`src/design/csse_consts.svh`:
```
// Register map, field positions and counts of the codec slot enable and status block
`ifndef CSSE_CONSTS_SVH
`define CSSE_CONSTS_SVH
`define CSSE_OFF_STAT 8'h00
`define CSSE_OFF_RXMASK 8'h04
`define CSSE_OFF_TXMASK 8'h08
`define CSSE_OFF_CTRL 8'h0c
`define CSSE_OFF_TXDATA 8'h10
`define CSSE_OFF_RXDATA 8'h14
`define CSSE_OFF_IEN 8'h18
`define CSSE_OFF_ISTAT 8'h1c
`define CSSE_OFF_ICLR 8'h20
`define CSSE_STAT_TRANSMIT_EMPTY_FLAG 0
`define CSSE_STAT_TRANSMIT_UNDERFLOW_FLAG 1
`define CSSE_STAT_RECEIVE_FULL_FLAG 2
`define CSSE_STAT_ROV 3
`define CSSE_STAT_SLOT_LO 8
`define CSSE_CTL_ODM 0
`define CSSE_CTL_UFM 1
`define CSSE_CTL_FLS_LO 2
`define CSSE_CTL_BLS_LO 8
`define CSSE_CTL_MASK 16'h033f
`define CSSE_MASK_RST 16'h0000
`define CSSE_CTL_RST 16'h0000
`define CSSE_WORD_LAST 4'hf
`define CSSE_RESP_OKAY 2'b00
`define CSSE_RESP_SLVERR 2'b10
`define CSSE_NEV 4
`define CSSE_DEPTH 4
`endif

```
`src/design/csse_pkg.sv`:
```
// Types shared by the codec slot enable and status block
package csse_pkg;
    typedef logic [31:0] csse_word_t;
    typedef logic [15:0] csse_half_t;
    typedef logic [1:0] csse_resp_t;
    typedef enum logic {CSSE_IDLE, CSSE_FRAME} csse_lnk_t;
endpackage : csse_pkg

```
`src/design/csse_top.sv`:
```
// Codec serial port slot enables, holding registers, status and AXI4-Lite registers
`timescale 1ns/1ns
`default_nettype none
`include "csse_consts.svh"
// What this block does
// - Status bits 11:8 show the active slot index, 0000 to 1111.
// - Status bit 3 is set after any receive holding register overflows.
// - Status bit 2 is set while new receive data fills the holding set.
// - Status bit 1 is set after any transmit holding register underflows.
// - Status bit 0 is set while the transmit holding registers are empty.
// - Status is read only, resets to 0001 (only transmit empty set), unimplemented bits read zero.
// - Slot n input is captured only when receive enable bit n is set.
// - Slot n shifts out transmit buffer contents when transmit enable n is set.
// - Disabled transmit slots float or drive zero per the output mode bit.
// - Both slot enable masks are 16-bit read/write, resetting to zero.
// - Output mode 1 floats disabled slots; mode 0 drives zeros.
// - On underflow send last written word if fill mode is 1, else zeros.
// - A frame holds frame length field plus one words, 1 to 16.
// - Buffer length field sets one to four words between interrupts.
module csse_top (
    input wire logic sys_clk, // Block clock, 250 MHz
    input wire logic reset, // Asynchronous reset, active high
    input wire logic awvalid, // Write address valid
    output logic awready, // Write address ready
    input wire csse_pkg::csse_word_t awaddr, // Write byte address
    input wire logic wvalid, // Write data valid
    output logic wready, // Write data ready
    input wire csse_pkg::csse_word_t wdata, // Write data
    input wire logic [3:0] wstrb, // Write byte strobes
    output logic bvalid, // Write response valid
    input wire logic bready, // Write response ready
    output csse_pkg::csse_resp_t bresp, // Write response
    input wire logic arvalid, // Read address valid
    output logic arready, // Read address ready
    input wire csse_pkg::csse_word_t araddr, // Read byte address
    output logic rvalid, // Read data valid
    input wire logic rready, // Read data ready
    output csse_pkg::csse_word_t rdata, // Read data
    output csse_pkg::csse_resp_t rresp, // Read response
    input wire logic serial_clk, // Link bit clock from the codec
    input wire logic frame_sync, // Frame sync from the codec
    input wire logic serial_data_in, // Serial data from the codec
    output logic serial_data_out, // Serial data to the codec
    output logic serial_data_out_oe_n, // Output enable, low while driving
    output logic irq // Level interrupt
);
    import csse_pkg::*;

    function automatic logic known_addr(input logic [31:0] a);
        known_addr = (a[31:8] == 24'h0) && (a[1:0] == 2'b00) && (a[7:0] <= `CSSE_OFF_ICLR);
    endfunction : known_addr

    function automatic csse_half_t merge16(input csse_half_t old, input csse_word_t d,
                                           input logic [3:0] s);
        merge16 = {s[1] ? d[15:8] : old[15:8], s[0] ? d[7:0] : old[7:0]};
    endfunction : merge16

    // Link inputs cross into sys_clk through two flops each
    logic sck_p_q;
    logic sck_a_q, sck_b_q, fs_a_q, fs_b_q, sdi_a_q, sdi_b_q;
    always_ff @(posedge sys_clk or posedge reset) begin
        if (reset) begin
            sck_a_q <= 1'b0;
            sck_b_q <= 1'b0;
            sck_p_q <= 1'b0;
            fs_a_q <= 1'b0;
            fs_b_q <= 1'b0;
            sdi_a_q <= 1'b0;
            sdi_b_q <= 1'b0;
        end else begin
            sck_a_q <= serial_clk;
            sck_b_q <= sck_a_q;
            sck_p_q <= sck_b_q;
            fs_a_q <= frame_sync;
            fs_b_q <= fs_a_q;
            sdi_a_q <= serial_data_in;
            sdi_b_q <= sdi_a_q;
        end
    end
    wire sck_rise = sck_b_q & ~sck_p_q;
    wire sck_fall = ~sck_b_q & sck_p_q;

    // Registers
    csse_half_t rxmask_q, txmask_q, ctrl_q;
    logic [`CSSE_NEV-1:0] ien_q, ist_q, ev_set;
    wire odm = ctrl_q[`CSSE_CTL_ODM];
    wire ufm = ctrl_q[`CSSE_CTL_UFM];
    wire [3:0] fls = ctrl_q[`CSSE_CTL_FLS_LO +: 4];
    wire [2:0] nbuf = {1'b0, ctrl_q[`CSSE_CTL_BLS_LO +: 2]} + 3'd1;

    // Holding registers, storage in flops indexed by pointers
    csse_half_t tx_buf_q [`CSSE_DEPTH];
    csse_half_t rx_buf_q [`CSSE_DEPTH];
    csse_half_t last_q;
    logic [1:0] tx_wp_q, tx_rp_q, rx_wp_q, rx_rp_q;
    logic [2:0] tx_cnt_q, rx_cnt_q;

    // Link state
    csse_lnk_t lnk_q;
    logic [3:0] slot_q, bit_q;
    csse_half_t rx_sh_q, tx_sh_q;
    logic sdo_q, sdo_oe_n_q;

    // Bus slave state
    logic awready_q, wready_q, aw_got_q, w_got_q, bvalid_q, arready_q, rvalid_q;
    logic [31:0] aw_addr_q;
    csse_word_t w_data_q, rdata_q;
    logic [3:0] w_strb_q;
    csse_resp_t bresp_q, rresp_q;
    logic irq_q;

    wire wr_fire = aw_got_q & w_got_q & ~bvalid_q;
    wire [7:0] wa = aw_addr_q[7:0];
    wire wr_ok = known_addr(aw_addr_q);
    wire rd_fire = arvalid & arready_q;
    wire rd_ok = known_addr(araddr);
    wire rd_pop = rd_fire & rd_ok & (araddr[7:0] == `CSSE_OFF_RXDATA) & (rx_cnt_q != 3'd0);

    // Transmit side: software pushes, link pops at each enabled slot start
    wire tx_push = wr_fire & wr_ok & (wa == `CSSE_OFF_TXDATA) & (tx_cnt_q != nbuf);
    wire word_start = (lnk_q == CSSE_FRAME) & sck_fall & (bit_q == 4'h0);
    wire slot_tx_en = txmask_q[slot_q];
    wire tx_pop = word_start & slot_tx_en & (tx_cnt_q != 3'd0);
    wire tx_unf = word_start & slot_tx_en & (tx_cnt_q == 3'd0);
    wire [15:0] tx_word = tx_pop ? tx_buf_q[tx_rp_q] : (ufm ? last_q : 16'h0000);

    // Receive side: link pushes at each enabled slot's word end, software pops by reading
    wire word_end = (lnk_q == CSSE_FRAME) & sck_rise & ~fs_b_q & (bit_q == `CSSE_WORD_LAST);
    wire rx_take = word_end & rxmask_q[slot_q];
    wire rx_ovf = rx_take & (rx_cnt_q == nbuf);
    wire rx_push = rx_take & ~rx_ovf;
    wire [15:0] rx_word = {rx_sh_q[14:0], sdi_b_q};

    wire [2:0] tx_cnt_d = tx_cnt_q + {2'b00, tx_push} - {2'b00, tx_pop};
    wire [2:0] rx_cnt_d = rx_cnt_q + {2'b00, rx_push} - {2'b00, rd_pop};

    // Events raise on entry to empty/full so each buffered set interrupts once
    assign ev_set[`CSSE_STAT_TRANSMIT_EMPTY_FLAG] = tx_pop & (tx_cnt_d == 3'd0);
    assign ev_set[`CSSE_STAT_TRANSMIT_UNDERFLOW_FLAG] = tx_unf;
    assign ev_set[`CSSE_STAT_RECEIVE_FULL_FLAG] = rx_push & (rx_cnt_d == nbuf);
    assign ev_set[`CSSE_STAT_ROV] = rx_ovf;
    wire [3:0] iclr = (wr_fire & wr_ok & (wa == `CSSE_OFF_ICLR)) ? w_data_q[3:0] : 4'h0;

    wire [15:0] stat_w = {4'h0, slot_q, 4'h0, ist_q[`CSSE_STAT_ROV],
                          (rx_cnt_q == nbuf), ist_q[`CSSE_STAT_TRANSMIT_UNDERFLOW_FLAG], (tx_cnt_q == 3'd0)};

    wire [15:0] rd_mux =
        (araddr[7:0] == `CSSE_OFF_STAT) ? stat_w :
        (araddr[7:0] == `CSSE_OFF_RXMASK) ? rxmask_q :
        (araddr[7:0] == `CSSE_OFF_TXMASK) ? txmask_q :
        (araddr[7:0] == `CSSE_OFF_CTRL) ? ctrl_q :
        (araddr[7:0] == `CSSE_OFF_RXDATA) ? rx_buf_q[rx_rp_q] :
        (araddr[7:0] == `CSSE_OFF_IEN) ? {12'h000, ien_q} :
        (araddr[7:0] == `CSSE_OFF_ISTAT) ? {12'h000, ist_q} : 16'h0000;

    always_ff @(posedge sys_clk or posedge reset) begin
        if (reset) begin
            rxmask_q <= `CSSE_MASK_RST;
            txmask_q <= `CSSE_MASK_RST;
            ctrl_q <= `CSSE_CTL_RST;
            ien_q <= 4'h0;
        end else if (wr_fire & wr_ok) begin
            if (wa == `CSSE_OFF_RXMASK) rxmask_q <= merge16(rxmask_q, w_data_q, w_strb_q);
            if (wa == `CSSE_OFF_TXMASK) txmask_q <= merge16(txmask_q, w_data_q, w_strb_q);
            if (wa == `CSSE_OFF_CTRL) ctrl_q <= merge16(ctrl_q, w_data_q, w_strb_q) & `CSSE_CTL_MASK;
            if (wa == `CSSE_OFF_IEN && w_strb_q[0]) ien_q <= w_data_q[3:0];
        end
    end

    // Sticky status: a set in the same cycle as its clear wins
    always_ff @(posedge sys_clk or posedge reset) begin
        if (reset) begin
            ist_q <= 4'h0;
            irq_q <= 1'b0;
        end else begin
            ist_q <= (ist_q & ~iclr) | ev_set;
            irq_q <= |(ist_q & ien_q);
        end
    end

    always_ff @(posedge sys_clk or posedge reset) begin
        if (reset) begin
            tx_wp_q <= 2'b00;
            tx_rp_q <= 2'b00;
            rx_wp_q <= 2'b00;
            rx_rp_q <= 2'b00;
            tx_cnt_q <= 3'd0;
            rx_cnt_q <= 3'd0;
            last_q <= 16'h0000;
        end else begin
            tx_cnt_q <= tx_cnt_d;
            rx_cnt_q <= rx_cnt_d;
            if (tx_push) begin
                tx_wp_q <= tx_wp_q + 2'b01;
                last_q <= w_data_q[15:0];
            end
            if (tx_pop) tx_rp_q <= tx_rp_q + 2'b01;
            if (rx_push) rx_wp_q <= rx_wp_q + 2'b01;
            if (rd_pop) rx_rp_q <= rx_rp_q + 2'b01;
        end
    end

    genvar gi;
    generate
        for (gi = 0; gi < `CSSE_DEPTH; gi++) begin : g_buf
            always_ff @(posedge sys_clk or posedge reset) begin
                if (reset) begin
                    tx_buf_q[gi] <= 16'h0000;
                    rx_buf_q[gi] <= 16'h0000;
                end else begin
                    if (tx_push && tx_wp_q == gi) tx_buf_q[gi] <= w_data_q[15:0];
                    if (rx_push && rx_wp_q == gi) rx_buf_q[gi] <= rx_word;
                end
            end
        end
    endgenerate

    // Link counters: frame sync seen on a bit clock rise restarts the frame
    always_ff @(posedge sys_clk or posedge reset) begin
        if (reset) begin
            lnk_q <= CSSE_IDLE;
            slot_q <= 4'h0;
            bit_q <= 4'h0;
            rx_sh_q <= 16'h0000;
        end else if (sck_rise && fs_b_q) begin
            lnk_q <= CSSE_FRAME;
            slot_q <= 4'h0;
            bit_q <= 4'h0;
        end else if (sck_rise && lnk_q == CSSE_FRAME) begin
            rx_sh_q <= rx_word;
            bit_q <= bit_q + 4'h1;
            if (word_end) slot_q <= (slot_q == fls) ? 4'h0 : slot_q + 4'h1;
        end
    end

    // Output changes on the bit clock fall, codec samples on the rise
    always_ff @(posedge sys_clk or posedge reset) begin
        if (reset) begin
            tx_sh_q <= 16'h0000;
            sdo_q <= 1'b0;
            sdo_oe_n_q <= 1'b1;
        end else if (word_start) begin
            tx_sh_q <= slot_tx_en ? tx_word : 16'h0000;
            sdo_q <= slot_tx_en ? tx_word[15] : 1'b0;
            sdo_oe_n_q <= ~slot_tx_en & odm;
        end else if (sck_fall && lnk_q == CSSE_FRAME) begin
            tx_sh_q <= {tx_sh_q[14:0], 1'b0};
            sdo_q <= tx_sh_q[14];
        end
    end

    // AXI4-Lite: one write and one read at a time, address and data in any order
    always_ff @(posedge sys_clk or posedge reset) begin
        if (reset) begin
            awready_q <= 1'b1;
            wready_q <= 1'b1;
            aw_got_q <= 1'b0;
            w_got_q <= 1'b0;
            aw_addr_q <= 32'h0000_0000;
            w_data_q <= 32'h0000_0000;
            w_strb_q <= 4'h0;
            bvalid_q <= 1'b0;
            bresp_q <= `CSSE_RESP_OKAY;
        end else begin
            if (awvalid && awready_q) begin
                aw_got_q <= 1'b1;
                awready_q <= 1'b0;
                aw_addr_q <= awaddr;
            end
            if (wvalid && wready_q) begin
                w_got_q <= 1'b1;
                wready_q <= 1'b0;
                w_data_q <= wdata;
                w_strb_q <= wstrb;
            end
            if (wr_fire) begin
                aw_got_q <= 1'b0;
                w_got_q <= 1'b0;
                bvalid_q <= 1'b1;
                bresp_q <= wr_ok ? `CSSE_RESP_OKAY : `CSSE_RESP_SLVERR;
            end
            if (bvalid_q && bready) begin
                bvalid_q <= 1'b0;
                awready_q <= 1'b1;
                wready_q <= 1'b1;
            end
        end
    end

    always_ff @(posedge sys_clk or posedge reset) begin
        if (reset) begin
            arready_q <= 1'b1;
            rvalid_q <= 1'b0;
            rdata_q <= 32'h0000_0000;
            rresp_q <= `CSSE_RESP_OKAY;
        end else if (rd_fire) begin
            arready_q <= 1'b0;
            rvalid_q <= 1'b1;
            rdata_q <= {16'h0000, rd_ok ? rd_mux : 16'h0000};
            rresp_q <= rd_ok ? `CSSE_RESP_OKAY : `CSSE_RESP_SLVERR;
        end else if (rvalid_q && rready) begin
            rvalid_q <= 1'b0;
            arready_q <= 1'b1;
        end
    end

    assign awready = awready_q;
    assign wready = wready_q;
    assign bvalid = bvalid_q;
    assign bresp = bresp_q;
    assign arready = arready_q;
    assign rvalid = rvalid_q;
    assign rdata = rdata_q;
    assign rresp = rresp_q;
    assign serial_data_out = sdo_q;
    assign serial_data_out_oe_n = sdo_oe_n_q;
    assign irq = irq_q;

    // Checks
    stat_slot_a: assert property (@(posedge sys_clk) disable iff (reset)
        rd_fire && rd_ok && araddr[7:0] == `CSSE_OFF_STAT
        |=> rdata_q[11:8] == $past(slot_q) && rdata_q[31:12] == 20'h0 && rdata_q[7:4] == 4'h0)
        else $error("status slot field or reserved bits wrong");
    rx_ovf_a: assert property (@(posedge sys_clk) disable iff (reset)
        rx_take && rx_cnt_q == nbuf |=> ist_q[`CSSE_STAT_ROV] && $stable(rx_wp_q))
        else $error("receive overflow not flagged");
    rx_full_a: assert property (@(posedge sys_clk) disable iff (reset)
        rx_push && rx_cnt_q + 3'd1 == nbuf && !rd_pop |=> stat_w[`CSSE_STAT_RECEIVE_FULL_FLAG])
        else $error("receive full not shown");
    tx_unf_a: assert property (@(posedge sys_clk) disable iff (reset)
        tx_unf |=> ist_q[`CSSE_STAT_TRANSMIT_UNDERFLOW_FLAG] ##1 ist_q[`CSSE_STAT_TRANSMIT_UNDERFLOW_FLAG] || $past(iclr[1]))
        else $error("transmit underflow not flagged");
    tx_empty_a: assert property (@(posedge sys_clk) disable iff (reset)
        tx_push && !tx_pop |=> !stat_w[`CSSE_STAT_TRANSMIT_EMPTY_FLAG])
        else $error("transmit empty flag stuck");
    rx_ignore_a: assert property (@(posedge sys_clk) disable iff (reset)
        word_end && !rxmask_q[slot_q] && !rd_pop |=> $stable(rx_cnt_q))
        else $error("disabled slot was captured");
    tx_drive_a: assert property (@(posedge sys_clk) disable iff (reset)
        word_start && slot_tx_en |=> !sdo_oe_n_q && sdo_q == $past(tx_word[15]))
        else $error("enabled slot not driven");
    tx_idle_a: assert property (@(posedge sys_clk) disable iff (reset)
        word_start && !slot_tx_en |=> sdo_oe_n_q == $past(odm) && !sdo_q)
        else $error("disabled slot output mode wrong");
    mask_rst_a: assert property (@(posedge sys_clk) disable iff (reset)
        $past(reset) |-> rxmask_q == `CSSE_MASK_RST && txmask_q == `CSSE_MASK_RST)
        else $error("slot masks not reset");
    unf_fill_a: assert property (@(posedge sys_clk) disable iff (reset)
        tx_unf |=> tx_sh_q == ($past(ufm) ? $past(last_q) : 16'h0000))
        else $error("underflow fill word wrong");
    frame_wrap_a: assert property (@(posedge sys_clk) disable iff (reset)
        word_end && slot_q == fls |=> slot_q == 4'h0)
        else $error("frame length wrap wrong");
    buf_bound_a: assert property (@(posedge sys_clk) disable iff (reset)
        rx_cnt_q <= nbuf || $past(ctrl_q) != ctrl_q)
        else $error("receive count exceeds buffer length");
    frame_start_a: assert property (@(posedge sys_clk) disable iff (reset)
        sck_rise && fs_b_q |=> slot_q == 4'h0 && bit_q == 4'h0)
        else $error("frame sync did not restart slot");
    cov_unf_c: cover property (@(posedge sys_clk) disable iff (reset) tx_unf && ufm);
    cov_ovf_c: cover property (@(posedge sys_clk) disable iff (reset) rx_ovf);
    cov_wrap_c: cover property (@(posedge sys_clk) disable iff (reset) word_end && slot_q == 4'hf);
    cov_irq_c: cover property (@(posedge sys_clk) disable iff (reset) $rose(irq_q));
endmodule : csse_top
`default_nettype wire

```
`config.mk`:
```
export PLATFORM = sky130hd
export DESIGN_NAME = csse_top
export DESIGN_NICKNAME = d
export VERILOG_FILES = /design/src/design/csse_pkg.sv /design/src/design/csse_top.sv
export VERILOG_INCLUDE_DIRS = /design/src /design/src/design
export SDC_FILE = /design/constraint.sdc
export NUM_CORES = 1
export LEC_CHECK = 0
export BUFFER_PORTS_ARGS = -buffer_cell sky130_fd_sc_hd__buf_2
export CORE_AREA = 10 10 239 127
export DETAILED_ROUTE_END_ITERATION = 7
export DIE_AREA = 0 0 249 137
export PLACE_DENSITY = 0.78
export SYNTH_ARGS = -nofsm -noshare
export SYNTH_HDL_FRONTEND = slang
export SYNTH_SLANG_ARGS = --single-unit
```
`constraint.sdc`:
```
create_clock -name sys_clk -period 12.5 [get_ports sys_clk]
set_input_delay 0.625 -clock sys_clk [delete_from_list [all_inputs] [get_ports sys_clk]]
set_output_delay 0.625 -clock sys_clk [all_outputs]
set_load 0.02 [all_outputs]
```
==> impl_metrics.ini <==
[logic_synthesis]
synth_cell_types = 64
synth-seq-area-share = 0.542
ys_warn_count = 0
syn_inst = 1160
syn_area_per_cell_um2 = 13.1
synth_area_um2 = 15200
synth_seq_cells = 330
synth_edf_count = 0
postSynth.asyncResetShare = 1.00
synth-main-ff-cell = dfrtp_1

[critical_path]
critPathArrivalTime_ns = 4.71
cp-end-kind = flop
rrSetupSlack_ns = 8.24
cp_num_buf_inv = 3
worstSetupPathType = flop to flop
critical_path.top_delay_family = simple AND/OR/NAND/NOR gates
start_kind = flop
reg2reg_from = sck_p_q
crit_start = sck_p_q
crit_required_ns = 12.95
path_cells = and4bb_2, nand4_2, nand4b_2, a21boi_1, inv_1, ha_1, inv_1, ha_1, inv_1, fa_1, xnor2_1, xnor2_1, xnor2_1, a32o_1
max_stage_delay_ns = 0.72
crit_fanout = 17
crit_slowest_cell = and4bb_2

[drt]
wl_per_cell_um = 22.3
firstDrtPassIters = 6
viasPerCell = 6.16
postRouteAntennaNets = 0
wirelength_mm = 36.3
route.detailed.drc = 0
drt-initial-drc-count = 887
dr_total_vias = 10100

[cts]
cts-buffers-inserted = 30
h-tree-depth = 1
clk_pin_slew_worst_paths_ns = 0.07
postCtsSetupRepairBufs = 0
cts_num_sinks = 330
post_cts_resized = 0
cts_tree = yes
clock_path_buffers = 3
root_buffer = clkbuf_16
clkLatencyLatePin_ns = 0.56
hold_buffers = 0

[cells_and_area]
final_nets = 1383
drive_gt1_frac = 0.381
syn2layout_area_growth_pct = 11.3
fillerInstances = 1857

[flow_run]
maxCapViolations = 0

[grt]
grt_pass1_wl_mm = 58.4
antenna_found_initial = 1
grt_max_degree = 170
overflow = 0
grt_pass1_vias = 10700
gr-usage-all-layers = 0.211

[floorplan]
io_pins = 154
dieHeight_um = 137
die_area_um2 = 34100
die_w_um = 249
initial_core_util = 0.583
rows = 42
core-area_um2 = 26100

[sta]
rsz0062_at_grt = false
worst_pin_slew_ns = 1.33
timing.fmax_mhz = 235
relSlewSlack = 0.114
hold_viol_final = 0
setup_slack_ns = 8.24
fin_crit_sh = 0.341
slew_violations = 0
fin_crit_ns = 4.26
tns_ns = 0
fin_skew_ns = 0.0169
setup_viol = 0

[power]
total_leakage_power_nw = 7.99
ir_drop_mv = 0.0999
power_density_nw_per_um2 = 150

[placement]
dp_hpwl_mm = 24.5
port-buffer-count = 117
place_ws_ns = 8.15
gp_congestion = 0.902

[outcome]
status = completed

[hold_path]
hold_class = primary input to flop
hp-start = frame_sync
area by class of cell:
class                           count  area (um2)  share of cell area
Antenna cell                        1        2.50            0.000148
Clock buffer                       45         888              0.0524
Clock inverter                     10         109             0.00642
Inverter                           30         120             0.00708
Multi-Input combinational cell    741        6500               0.383
Sequential cell                   330        8260               0.487
Tap cell                          352         440              0.0260
Timing Repair Buffer              122         636              0.0375
registers in the layout, indices dropped and copies added (netlist names), 3 cells and up:
signal and cells:
aw_addr_q 32, bit_q 4, ctrl_q 8, ien_q 4, ist_q 4, last_q 16, rdata 16, rx_buf_q 64
rx_cnt_q 3, rx_sh_q 15, rxmask_q 16, slot_q 4, tx_buf_q 64, tx_cnt_q 3, tx_sh_q 15, txmask_q 16
w_data_q 16
through the flow:
stage	total power (W)	instances	hold slack, ns	util	area, um2
4_1_cts	0.00255	1630	0.154	0.649	17000
2_1_floorplan	0.00149	1177	0.331	-	15300
5_1_grt	0.00264	1631	0.152	0.650	17000
3_5_place_dp	0.00162	1575	0.343	0.611	16000
3_3_place_gp	0.00160	1575	0.333	0.611	16000
6_report	0.00254	1631	0.169	0.650	17000
power by group:
part | internal (W) | switching (W) | total [W]
combinational | 0.000126 | 0.000134 | 0.000261
clock | 0.000532 | 0.000402 | 0.000934
sequential | 0.00118 | 0.000163 | 0.00135
cell usage after synthesis, drive strengths merged, types with 3 or more instances:
library cell	number	share of area
xnor2	15	0.0086
nand2b	4	0.0016
nand3	38	0.014
a221oi	3	0.0017
nor4b	3	0.0017
o22ai	4	0.0016
a31oi	19	0.0078
o221ai	4	0.0023
nor2	53	0.013
o21ai	28	0.0092
dfstp	4	0.0069
ha	16	0.013
nor2b	10	0.0041
and3	9	0.0038
a22oi	16	0.0079
inv	29	0.0071
a21oi	42	0.015
mux2i	16	0.011
dfrtp	326	0.54
and2	3	0.0012
or2	3	0.0012
nand4b	3	0.0025
clkbuf	31	0.0076
mux2	256	0.19
nand2	52	0.013
xor2	10	0.0057
nand4	10	0.0059
nor4	15	0.0062
mux4	34	0.050
o31ai	11	0.0054
buf	45	0.020
nor3	14	0.0056
a32o	4	0.0026
cell families after synthesis:
| family | count (synthesis) | synth area share |
|---|---|---|
| other | 1 | 0.000246 |
| adder cells (fa/ha/maj) | 18 | 0.0158 |
| flip-flops | 330 | 0.542 |
| multiplexers | 306 | 0.250 |
| AND/OR/NAND/NOR | 229 | 0.0799 |
| XOR/XNOR | 25 | 0.0144 |
| AO/OA/AOI/OAI | 145 | 0.0625 |
| buffers and inverters | 106 | 0.0350 |
per-layer routing:
metal | wire length [um] | part of all wire | track usage
met5 | 0 | 0 | 0
met4 | 1090 | 0.030 | 0.0714
met3 | 1950 | 0.054 | 0.0406
met2 | 18000 | 0.50 | 0.364
met1 | 15300 | 0.42 | 0.265
placed cells by master, fill, tap and decap left out, drive strengths merged, types with 14 or more instances in the layout:
master and count:
dfrtp 326, mux2 256, buf 122, nor2 53, nand2 52, clkbuf 45, a21oi 42, nand3 38
mux4 34, inv 30, o21ai 28, a31oi 19, conb 18, mux2i 16, a22oi 16, ha 16
xnor2 15, nor4 15, nor3 14
final timing paths:
path	to	depth (start not counted)
max in group asynchronous	rx_buf_q[33]	3
min in group asynchronous	tx_buf_q[52]	2
max reg2reg	ist_q[2]	14
max	ist_q[2]	14
min reg2reg	sdi_b_q	0
min	fs_a_q	1
No activity file was read; power rests on OpenSTA's default activity.
